===== config.mk =====
export PLATFORM = sky130hd
export DESIGN_NAME = sadc_ctrl
export DESIGN_NICKNAME = d
export VERILOG_FILES = /design/src/verilog/sadc_pkg.sv /design/src/verilog/sadc_sar_if.sv /design/src/verilog/sadc_sar_engine.sv /design/src/verilog/sadc_ctrl.sv
export VERILOG_INCLUDE_DIRS = /design/src /design/src/verilog
export SDC_FILE = /design/constraint.sdc
export NUM_CORES = 1
export LEC_CHECK = 0
export BUFFER_PORTS_ARGS = -buffer_cell sky130_fd_sc_hd__clkbuf_2
export CORE_ASPECT_RATIO = 0.75
export CORE_UTILIZATION = 35
export DETAILED_ROUTE_END_ITERATION = 10
export SYNTH_ARGS = -nofsm -noshare
export SYNTH_HDL_FRONTEND = slang
export SYNTH_SLANG_ARGS = --single-unit

===== constraint.sdc =====
create_clock -name core_clk_i -period 3.57 [get_ports core_clk_i]
set_input_delay 0.357 -clock core_clk_i [delete_from_list [all_inputs] [get_ports core_clk_i]]
set_output_delay 0.357 -clock core_clk_i [all_outputs]
set_load 0.02 [all_outputs]

===== src/verilog/sadc_defs.svh =====
`ifndef SADC_DEFS_SVH
`define SADC_DEFS_SVH

// ---------------------------------------------------------------------
// Control register layout
// ---------------------------------------------------------------------
`define SADC_CTRL_MASK_BIT  7
`define SADC_CTRL_EOC_BIT   6
`define SADC_CTRL_START_BIT 5
`define SADC_CTRL_PWR_BIT   4
`define SADC_CTRL_RST       8'h40

// ---------------------------------------------------------------------
// Timing
// ---------------------------------------------------------------------
`define SADC_DIV_RATIO      12
`define SADC_CONV_TIME_NS   70000
`define SADC_OSC_PERIOD_NS  125
`define SADC_CONV_TICKS     \
  (`SADC_CONV_TIME_NS / `SADC_OSC_PERIOD_NS / `SADC_DIV_RATIO)
`define SADC_BIT_TICKS      5
`define SADC_RES_BITS       8
`define SADC_MIDSCALE       8'h80

`endif


===== src/verilog/sadc_pkg.sv =====
`default_nettype none
package sadc_pkg;

  // -------------------------------------------------------------------
  // Control side
  // -------------------------------------------------------------------
  typedef enum logic [2:0] {
    SADC_C_IDLE  = 3'b001,
    SADC_C_ARMED = 3'b010,
    SADC_C_RUN   = 3'b100
  } sadc_ctrl_st_t;

  typedef struct packed {
    sadc_ctrl_st_t state;
    logic          done_irq_mask;
    logic          eoc;
    logic          power_select;
    logic [7:0]    result;
    logic [7:0]    ctrl_rd;
    logic          irq;
    logic          start_p;
    logic          abort_p;
  } sadc_ctrl_s_t;

  // -------------------------------------------------------------------
  // Engine side
  // -------------------------------------------------------------------
  typedef enum logic [2:0] {
    SADC_E_IDLE   = 3'b001,
    SADC_E_SAMPLE = 3'b010,
    SADC_E_CONV   = 3'b100
  } sadc_eng_st_t;

  typedef struct packed {
    sadc_eng_st_t state;
    logic [3:0]   div;
    logic [5:0]   ticks;
    logic [7:0]   trial;
    logic [7:0]   mask;
    logic [2:0]   sync;
    logic         cmp;
    logic         done;
  } sadc_eng_s_t;

endpackage : sadc_pkg
`default_nettype wire


===== src/verilog/sadc_sar_if.sv =====
`default_nettype none
interface sadc_sar_if;
  logic       start;
  logic       abort;
  logic       busy;
  logic       done;
  logic [7:0] trial;

  modport ctrl (output start, output abort,
                input busy, input done, input trial);
  modport eng  (input start, input abort,
                output busy, output done, output trial);
endinterface : sadc_sar_if
`default_nettype wire


===== src/verilog/sadc_sar_engine.sv =====
`include "sadc_defs.svh"
`default_nettype none
module sadc_sar_engine
  import sadc_pkg::*;
#(
  parameter int DIV_RATIO  = `SADC_DIV_RATIO,
  parameter int CONV_TICKS = `SADC_CONV_TICKS,
  parameter int BIT_TICKS  = `SADC_BIT_TICKS
) (
  input  wire logic   core_clk_i,
  input  wire logic   rst_n_i,
  input  wire logic   cmp_i,
  sadc_sar_if.eng     bus
);

  localparam int SAMPLE_TICKS = CONV_TICKS - `SADC_RES_BITS * BIT_TICKS;

  if (DIV_RATIO < 2 || DIV_RATIO > 16 || BIT_TICKS < 1 ||
      BIT_TICKS > 64 || SAMPLE_TICKS < 1 ||
      SAMPLE_TICKS > 63) begin : g_chk
    $error("sadc_sar_engine: unsupported timing parameters");
  end

  localparam logic [3:0] DIV_LAST = 4'(DIV_RATIO - 1);
  localparam logic [5:0] SMP_LAST = 6'(SAMPLE_TICKS - 1);
  localparam logic [5:0] BIT_LAST = 6'(BIT_TICKS - 1);

  localparam sadc_eng_s_t RST = '{state: SADC_E_IDLE, div: 4'h0,
    ticks: 6'h00, trial: 8'h00, mask: 8'h00, sync: 3'h0, cmp: 1'b0,
    done: 1'b0};

  sadc_eng_s_t s;
  sadc_eng_s_t next_s;
  logic        tick;
  logic [7:0]  kept;

  // -------------------------------------------------------------------
  // Successive approximation
  // -------------------------------------------------------------------
  always_comb begin
    next_s = s;
    next_s.done = 1'b0;
    // The comparator is analog and asynchronous, so it is filtered.
    next_s.sync = {s.sync[1:0], cmp_i};
    if (s.sync[1] == s.sync[2]) begin
      next_s.cmp = s.sync[2];
    end
    tick = (s.div == DIV_LAST);
    kept = s.cmp ? s.trial : (s.trial & ~s.mask);
    if (bus.start) begin
      next_s.state = SADC_E_SAMPLE;
      next_s.div   = 4'h0;
      next_s.ticks = 6'h00;
      next_s.trial = `SADC_MIDSCALE;
      next_s.mask  = `SADC_MIDSCALE;
    end else if (bus.abort) begin
      next_s.state = SADC_E_IDLE;
    end else if (s.state != SADC_E_IDLE) begin
      next_s.div = tick ? 4'h0 : s.div + 4'h1;
      if (tick) begin
        next_s.ticks = s.ticks + 6'h01;
      end
      case (s.state)
        SADC_E_SAMPLE: begin
          if (tick && s.ticks == SMP_LAST) begin
            next_s.state = SADC_E_CONV;
            next_s.ticks = 6'h00;
          end
        end
        SADC_E_CONV: begin
          if (tick && s.ticks == BIT_LAST) begin
            next_s.ticks = 6'h00;
            next_s.mask  = s.mask >> 1;
            next_s.trial = kept | (s.mask >> 1);
            if (s.mask == 8'h01) begin
              next_s.state = SADC_E_IDLE;
              next_s.done  = 1'b1;
            end
          end
        end
        default: begin
          next_s.state = SADC_E_IDLE;
        end
      endcase
    end
  end

  always_ff @(posedge core_clk_i or negedge rst_n_i) begin
    if (!rst_n_i) begin
      s <= RST;
    end else begin
      s <= next_s;
    end
  end

  assign bus.busy  = (s.state != SADC_E_IDLE);
  assign bus.done  = s.done;
  assign bus.trial = s.trial;

  property p_div_bound;
    @(posedge core_clk_i) disable iff (!rst_n_i)
    s.div <= DIV_LAST;
  endproperty
  a_div_bound: assert property (p_div_bound)
    else $error("conversion clock divider ran past its last count");

endmodule : sadc_sar_engine
`default_nettype wire


===== src/verilog/sadc_ctrl.sv =====
//
// Behaviour
// 8-bit successive approximation, conversion clock is oscillator over 12.
// Full conversion lasts about 70 us at an 8 MHz oscillator.
// Writing start one begins a conversion and clears the done flag.
// Done flag sets at completion; result is valid only while it is set.
// One conversion per start write, never restarting on its own.
// Start while converting abandons the old conversion and begins anew.
// Start bit is write-only and reads back as zero.
// Done flag raises the interrupt, passed only while the mask bit is one.
// Power select zero keeps the converter down; one lets it convert. A start pulse on the power-down edge keeps the engine busy one cycle.
// Software sets power select at least one instruction before starting.
// WAIT does not power the converter off; software must do that.
// Reset stops conversion, loads control with 40h, masks the interrupt.
// Software selects at most one analog input line at a time.
// With the WAIT option, a requested start waits until WAIT is entered.
// With the WAIT option, software executes WAIT right after starting.
// Software should stop the timer in WAIT and wake on the interrupt.
// Codes split the rail span into 256 equal steps.
// Control holds mask bit 7, done 6, start 5, power 4, rest unused.
// A separate read-only register shows the 8-bit result.
// Writing start as zero leaves conversion and done flag untouched.
//
`include "sadc_defs.svh"
`default_nettype none
module sadc_ctrl
  import sadc_pkg::*;
#(
  parameter int DIV_RATIO  = `SADC_DIV_RATIO,
  parameter int CONV_TICKS = `SADC_CONV_TICKS,
  parameter int BIT_TICKS  = `SADC_BIT_TICKS
) (
  input  wire logic       core_clk_i,
  input  wire logic       rst_n_i,
  input  wire logic       wr_en_i,
  input  wire logic [7:0] wr_data_i,
  input  wire logic       sync_opt_i,
  input  wire logic       wait_entered_i,
  input  wire logic       cmp_i,
  output logic      [7:0] conv_control_reg_o,
  output logic      [7:0] result_o,
  output logic      [7:0] dac_code_o,
  output logic            power_o,
  output logic            irq_o
);

  localparam logic [7:0] CTRL_RST = `SADC_CTRL_RST;

  localparam sadc_ctrl_s_t RST = '{state: SADC_C_IDLE,
    done_irq_mask: CTRL_RST[`SADC_CTRL_MASK_BIT],
    eoc:           CTRL_RST[`SADC_CTRL_EOC_BIT],
    power_select:  CTRL_RST[`SADC_CTRL_PWR_BIT],
    result: 8'h00, ctrl_rd: CTRL_RST, irq: 1'b0,
    start_p: 1'b0, abort_p: 1'b0};

  sadc_ctrl_s_t s;
  sadc_ctrl_s_t next_s;
  logic         wr_start;
  logic         wr_pdown;

  sadc_sar_if sar ();

  // -------------------------------------------------------------------
  // Converter engine
  // -------------------------------------------------------------------
  sadc_sar_engine #(
    .DIV_RATIO  (DIV_RATIO),
    .CONV_TICKS (CONV_TICKS),
    .BIT_TICKS  (BIT_TICKS)
  ) u_engine (
    .core_clk_i (core_clk_i),
    .rst_n_i    (rst_n_i),
    .cmp_i      (cmp_i),
    .bus        (sar.eng)
  );

  // -------------------------------------------------------------------
  // Control register and sequencing
  // -------------------------------------------------------------------
  always_comb begin
    next_s = s;
    next_s.start_p = 1'b0;
    next_s.abort_p = 1'b0;
    wr_start = wr_en_i && wr_data_i[`SADC_CTRL_START_BIT];
    wr_pdown = wr_en_i && !wr_data_i[`SADC_CTRL_PWR_BIT];
    if (wr_en_i) begin
      next_s.done_irq_mask = wr_data_i[`SADC_CTRL_MASK_BIT];
      next_s.power_select  = wr_data_i[`SADC_CTRL_PWR_BIT];
    end
    if (wr_pdown) begin
      // Powering down drops any conversion; the flag keeps its value.
      next_s.abort_p = 1'b1;
      next_s.state   = SADC_C_IDLE;
    end else if (wr_start && s.power_select) begin
      // A start needs power already on, so the converter has settled.
      next_s.eoc     = 1'b0;
      next_s.abort_p = 1'b1;
      if (sync_opt_i && !wait_entered_i) begin
        next_s.state = SADC_C_ARMED;
      end else begin
        next_s.state   = SADC_C_RUN;
        next_s.start_p = 1'b1;
      end
    end else begin
      case (s.state)
        SADC_C_ARMED: begin
          if (wait_entered_i) begin
            next_s.state   = SADC_C_RUN;
            next_s.start_p = 1'b1;
          end
        end
        SADC_C_RUN: begin
          if (sar.done) begin
            next_s.eoc    = 1'b1;
            next_s.result = sar.trial;
            next_s.state  = SADC_C_IDLE;
          end
        end
        SADC_C_IDLE: begin
          next_s.state = SADC_C_IDLE;
        end
        default: begin
          next_s.state = SADC_C_IDLE;
        end
      endcase
    end
    next_s.ctrl_rd = {next_s.done_irq_mask, next_s.eoc, 1'b0,
                      next_s.power_select, 4'h0};
    next_s.irq     = next_s.done_irq_mask && next_s.eoc;
  end

  always_ff @(posedge core_clk_i or negedge rst_n_i) begin
    if (!rst_n_i) begin
      s <= RST;
    end else begin
      s <= next_s;
    end
  end

  assign sar.start          = s.start_p;
  // A power-down write stops the engine at its own edge unless a start pulse lands on that edge, in which case the
  // engine stays busy for one cycle after the power flag reads zero.
  assign sar.abort          = s.abort_p || wr_pdown;
  assign conv_control_reg_o = s.ctrl_rd;
  assign result_o           = s.result;
  assign dac_code_o         = sar.trial;
  assign power_o            = s.power_select;
  assign irq_o              = s.irq;

  // -------------------------------------------------------------------
  // Checks
  // -------------------------------------------------------------------
  property p_start_clears;
    @(posedge core_clk_i) disable iff (!rst_n_i)
    wr_en_i && wr_data_i[`SADC_CTRL_START_BIT] &&
      wr_data_i[`SADC_CTRL_PWR_BIT] && s.power_select
      |=> !conv_control_reg_o[`SADC_CTRL_EOC_BIT];
  endproperty
  a_start_clears: assert property (p_start_clears)
    else $error("start write did not clear the done flag");

  property p_start_reads_zero;
    @(posedge core_clk_i) disable iff (!rst_n_i)
    $rose(wr_en_i) |=> !conv_control_reg_o[`SADC_CTRL_START_BIT];
  endproperty
  a_start_reads_zero: assert property (p_start_reads_zero)
    else $error("start bit read back as one");

  property p_irq_gated;
    @(posedge core_clk_i) disable iff (!rst_n_i)
    irq_o == (conv_control_reg_o[`SADC_CTRL_MASK_BIT] &&
              conv_control_reg_o[`SADC_CTRL_EOC_BIT]);
  endproperty
  a_irq_gated: assert property (p_irq_gated)
    else $error("interrupt does not follow flag and mask");

  property p_zero_start_keeps;
    @(posedge core_clk_i) disable iff (!rst_n_i)
    wr_en_i && !wr_data_i[`SADC_CTRL_START_BIT] &&
      conv_control_reg_o[`SADC_CTRL_EOC_BIT]
      |=> conv_control_reg_o[`SADC_CTRL_EOC_BIT];
  endproperty
  a_zero_start_keeps: assert property (p_zero_start_keeps)
    else $error("writing start as zero cleared the done flag");

  property p_power_idle;
    @(posedge core_clk_i) disable iff (!rst_n_i)
    !power_o |-> !sar.busy;
  endproperty
  a_power_idle: assert property (p_power_idle)
    else $error("converter busy while powered down");

  property p_single_shot;
    @(posedge core_clk_i) disable iff (!rst_n_i)
    $rose(conv_control_reg_o[`SADC_CTRL_EOC_BIT]) |-> !sar.busy &&
      s.state == SADC_C_IDLE;
  endproperty
  a_single_shot: assert property (p_single_shot)
    else $error("converter kept running after completion");

  property p_restart;
    @(posedge core_clk_i) disable iff (!rst_n_i)
    wr_en_i && wr_data_i[`SADC_CTRL_START_BIT] &&
      wr_data_i[`SADC_CTRL_PWR_BIT] && s.power_select && !sync_opt_i
      |=> ##1 sar.busy ##1 (sar.busy && !sar.done) [*8];
  endproperty
  a_restart: assert property (p_restart)
    else $error("start did not launch a fresh conversion");

  property p_wait_hold;
    @(posedge core_clk_i) disable iff (!rst_n_i)
    s.state == SADC_C_ARMED && !wait_entered_i && !wr_en_i
      |=> s.state == SADC_C_ARMED && !s.start_p;
  endproperty
  a_wait_hold: assert property (p_wait_hold)
    else $error("conversion launched before WAIT was entered");

  property p_result_valid;
    @(posedge core_clk_i) disable iff (!rst_n_i)
    $rose(conv_control_reg_o[`SADC_CTRL_EOC_BIT]) |->
      result_o == $past(sar.trial);
  endproperty
  a_result_valid: assert property (p_result_valid)
    else $error("result not captured with the done flag");

endmodule : sadc_ctrl
`default_nettype wire


# [Yosys cells after proc, flatten, opt, wreduce, memory -nomap -nowiden]
# Index checks and enable logic that the tools add are counted.
[totals] in_bits=14 regBits=54
[op_classes] n_addsub=2 muxes=40 n_reduce_logical=19 n_bitwise=5 eq_ne=16
[op_table] op="two-way mux 29 bit" count=2
[op_table] op="two-way mux 3 bit" count=9
[op_table] op="two-way mux 26 bit" count=1
[op_table] op="two-way mux 22 bit" count=1
[op_table] op="two-way mux 1 bit" count=19
[op_table] op="two-way mux 16 bit" count=1
[op_table] op="!= test 4 x 3 -> 1 bit, second input constant" count=4
[op_table] op="== test 6 x 3 -> 1 bit, second input constant" count=2
[op_table] op="two-way mux 6 bit" count=2
[op_table] op="one-hot mux 3 bit (2 select lines)" count=2
[op_table] op="one-hot mux 6 bit (2 select lines)" count=1
[op_table] op="AND reduction 4 bit" count=3
[op_table] op="bitwise AND 8 bit" count=1
[op_table] op="== test 8 x 1 -> 1 bit, second input constant" count=1
[op_table] op="two-way mux 8 bit" count=1
[op_table] op="NOT 8 bit" count=1
[op_table] op="bitwise OR 8 x 7 -> 8 bit" count=1
[op_table] op="logical AND 1 bit" count=7
[op_table] op="adder 6 x 1 -> 6 bit, second input constant" count=1
[op_table] op="== test 3 x 2 -> 1 bit, second input constant" count=2
[op_table] op="== test 3 bit, second input constant" count=2
[op_table] op="nonzero test 2 bit" count=3
[op_table] op="adder 4 x 1 -> 4 bit, second input constant" count=1
[op_table] op="== test 4 bit, second input constant" count=1
[op_table] op="other kinds (10)" count=13

# [Logic depth before layout (Yosys ltp)]
[logic_depth] ltp_word=9 depth_mapped=7

# [Hierarchy]
# A second synthesis with hierarchy kept.
[unflattened] cells_unflattened=239 area_unflattened_um2=2592.5
[modules_own_cells] mod="sadc_sar_engine" area_per_inst_um2=1716.6 instances=1 cells_per_inst=164
[modules_own_cells] mod="sadc_ctrl" area_per_inst_um2=875.8 instances=1 cells_per_inst=75

# [Least setup slack after synthesis]
# Ideal clock, no wire load.
[synth_path] kind="flip-flop to flip-flop" from="reg u_engine.s[31] (netlist bit)" to="reg u_engine.s[23] (netlist bit)" path_stages_with_launch=6 setup_slack_ps=1687 arrival_time_ps=1757 setup_ps=126 required_ps=3444 synth_period_minus_slack_ps=1883 cell_sequence="dfstp_2 buf_4 or3b_1 a31oi_2 nor4_1 a221o_1"
[synth_between] elab_chain_cells=5 word_cells_on_any_way=9 cone_classes="eq/ne: 3; mux: 4; reduce/logical: 2"
[synth_rtl] item="start: declaration" line_no="sadc_sar_engine.sv:32" rtl="sadc_eng_s_t s;"
[synth_rtl] item="start signal: assignment" line_no="sadc_sar_engine.sv:92" rtl="s <= next_s;"
[synth_rtl] item="== test 3 bit / == test 3 x 2 -> 1 bit (equally long branches)" line_no="sadc_sar_engine.sv:63" rtl="case (s.state)"
[synth_rtl] item="one-hot mux 6 bit (2 select lines)" line_no="sadc_sar_engine.sv:63"
[synth_rtl] item="two-way mux 29 bit" line_no="sadc_sar_engine.sv:58" rtl="end else if (s.state != SADC_E_IDLE) begin"
[synth_rtl] item="two-way mux 26 bit" line_no="sadc_sar_engine.sv:56" rtl="end else if (bus.abort) begin"
[synth_rtl] item="two-way mux 29 bit" line_no="sadc_sar_engine.sv:50" rtl="if (bus.start) begin"
# Several ways; a longest one is shown, not always the timed one. The select of a mux whose other input is x is not followed.
# A chain may end at the register's enable or synchronous reset.

# [Final worst setup path]
[layout_path] from="reg u_engine.s[27] (netlist bit)" to="reg u_engine.s, in the netlist u_engine.bus.trial[7]"
[layout_between] elab_chain_cells=4
[layout_rtl] item="== test 4 bit" line_no="sadc_sar_engine.sv:48" rtl="tick = (s.div == DIV_LAST);"
[layout_rtl] item="logical AND 1 bit" line_no="sadc_sar_engine.sv:71" rtl="if (tick && s.ticks == BIT_LAST) begin"
[layout_rtl] item="nonzero test 2 bit (no source line)"
[layout_rtl] item="AND reduction 4 bit (no source line)"
# Every way passes these cells.

==> flow_summary.toml <==
[status]
outcome = "completed"

[sta]
tns_ps = 0
max_slew_margin_pct = 40.3
rsz0062_at_grt = "false"
finalSetupViolations = 0
tightest_slew_ps = 888
skew_ps = 13.5
finalCritPeriodShare_pct = 62.2
slew_violations = 0
hold_violations = 0
clock.fmax_ghz = 0.450
period_minus_slack_ps = 2220

[placement]
portBuffers = 29
dpl_cell_area_um2 = 2780
hpwl_um = 3620
gp_congestion = 0.805
dp.cells = 346

[synthesis]
synth.distinct_cells = 58
netlist_instances = 242
avgSynthCellArea_um2 = 11.1
synth_edf_count = 0
synth.most_common_cell = "dfrtp_1"
ys_top_cells_by_count = "48 x dfrtp_1, 25 x buf_4, 13 x nand2_1"
async_flop_share_pct = 100
synth-warning-count = 0
synthTopCellsByArea = "dfrtp_1 45%, buf_4 7.0%, mux2_2 4.6%"
synth_top_area_share_pct = 44.5
yosysSeqAreaShare_pct = 47.4
syn-cell-area_um2 = 2700
ys_ff_latch = 51
synthFlopType = "dfrtp_1"
yosysTopAreaCell = "dfrtp_1"

[floorplanning]
coreArea_um2 = 7400
ios = 40
fp.dieW_um = 103
die_h_um = 78.0
dieArea_um2 = 8070
rows = 27
start_util_pct = 36.5

[clocking]
cts_resized = 0
cts.hold.buffers_added = 0
numCtsBuffers = 5
cts_setup_buffers = 0
htreeDepth = 2
cts_tree = "built"
clkSinkCount = 51
cts_buffer_depth = 2
root_buffer = "clkbuf_8"
clock_latency_ps = 310
clk_pin_slew_ps = 110

[global_routing]
busiest_layer = "met1"
grt_use_total_pct = 13.9
grt-ovfl-total = 0
gr-usage-met1_pct = 21.5
antenna_found_initial = 0
grt.met2_usage_pct = 19.5
grt_pass1_vias = 1811
grt_pass1_wl_um = 8660
grt_max_degree = 36
use_met3_pct = 3.21

[detailed_routing]
antenna_left = 0
wl_um = 4970
initialDrtViolationCount = 123
drc = 0
wl_per_cell_um = 14.0
viasPerCell = 5.18
vias = 1834
first_pass_iters = 4

[critical_path]
critPathRequiredTime_ps = 3770
cp-start-kind = "flip-flop"
max_stage_delay_ps = 750
slowest_stage = "nor4_1"
crit_chain = "ha_1 -> nand4b_2 -> nor4_1 -> nand4b_1 -> a21o_1"
cp.arrival_ps = 2420
path_class = "reg2reg"
critPathMaxFanout = 10
worst_path_dominant_cell_family = "simple AND/OR/NAND/NOR gates"
cp.buffers_inverters = 0
rrSetupSlack_ps = 1350
endpoint_kind = "flip-flop"

[pwr]
switchingPower_uw = 315
vdd_drop_max_uv = 166
leakage_nw = 1.42
internal_power_uw = 805
combPwrFrac_pct = 11.1
seqPwrFrac_pct = 57.8
power_frac_clock_pct = 31.0
power_density_nw_per_um2 = 390
power_switching_share_pct = 28.1

[flow_run]
drv_cap = 0

[cells_and_area]
fin_cells = 354
drive_gt1_share_pct = 24.5
nFillCells = 741
post-route-util_pct = 38.8
area_growth_pct = 6.45
antennaDiodeCount = 0
nNetsFinal = 270
stdcell_area_um2 = 2870

[worst_hold_path]
hold_class = "in2async"
-- power by group through the flow --
stage	registers [mW]	logic [mW]	clock network, mW
after global placement	0.658	0.125	0
after detailed placement	0.658	0.126	0
after CTS	0.648	0.126	0.366
after global routing	0.655	0.144	0.398
after floorplan	0.643	0.105	0
final	0.648	0.125	0.347
-- cell type report --
type | instances | area [µm²] | area share [%]
Tap cell | 101 | 126 | 4.40
Inverter | 7 | 26.3 | 0.915
Multi-Input combinational cell | 155 | 1180 | 41.0
Timing Repair Buffer | 32 | 168 | 5.84
Clock buffer | 5 | 68.8 | 2.40
Clock inverter | 3 | 26.3 | 0.915
Sequential cell | 51 | 1280 | 44.6
-- per-layer routing --
metal  vias to the layer above  wire length, µm
met3                         4              214
met5                         -                0
met2                        37             2030
li1                        883                -
met1                       910             2690
met4                         0               27
-- metrics by stage --
| step | power (mW) | worst slack [ps] | hold slack [ps] |
|---|---|---|---|
| finish | 1.12 | 1350 | 146 |
| floorplan | 0.748 | 1690 | 61.4 |
| global route | 1.20 | 1130 | 124 |
| global placement | 0.782 | 1400 | 334 |
| detailed placement | 0.785 | 1400 | 343 |
| CTS | 1.14 | 1370 | 136 |
-- registers in the layout (all words and copies together) (netlist names) --
name                count
u_engine.s             23
result_o                8
u_engine.bus.trial      8
s                       5
conv_control_reg_o      2
u_engine.next_s         2
irq_o                   1
sar.start               1
u_engine.bus.done       1
-- path summary, 6_finish.rpt --
path | startpoint | end | depth (start not counted)
min reg2reg | u_engine.next_s[3] | u_engine.next_s[4] | 0
max in group asynchronous | rst_n_i | result_o[7] | 2
max reg2reg | u_engine.s[27] | u_engine.bus.trial[7] | 5
min | rst_n_i | irq_o | 1
min in group core_clk_i | cmp_i | u_engine.next_s[3] | 1
max | u_engine.s[27] | u_engine.bus.trial[7] | 5
-- kinds of logic (layout without fill, tap and decap cells) --
family	after synthesis	after routing	synth area share [%]
muxes	16	16	6.45
DFF	51	51	47.4
other	1	5	0.139
AOI/OAI and AO/OA	44	44	13.9
adders and majority gates	5	5	2.23
xor gates and xnor gates	1	1	0.325
and+or+nand+nor	84	84	20.0
buffers and inverters	40	47	9.51
-- layout by cell type, fill, tap and decap left out, types with 5 or more instances in the layout --
cell type	synthesis	final
nor4_1	7	7
nor3_1	8	8
inv_1	7	7
mux2_2	11	11
clkbuf_2	0	29
nand2_1	13	13
nor2_1	5	5
nand2b_1	9	9
a21o_1	7	7
and3_1	9	9
conb_1	1	5
a211o_1	5	5
dfrtp_1	48	48
a22o_1	5	5
nand3_1	5	5
clkbuf_8	0	5
mux2i_1	5	5
Note: power is estimated with default switching activity, not from simulation.
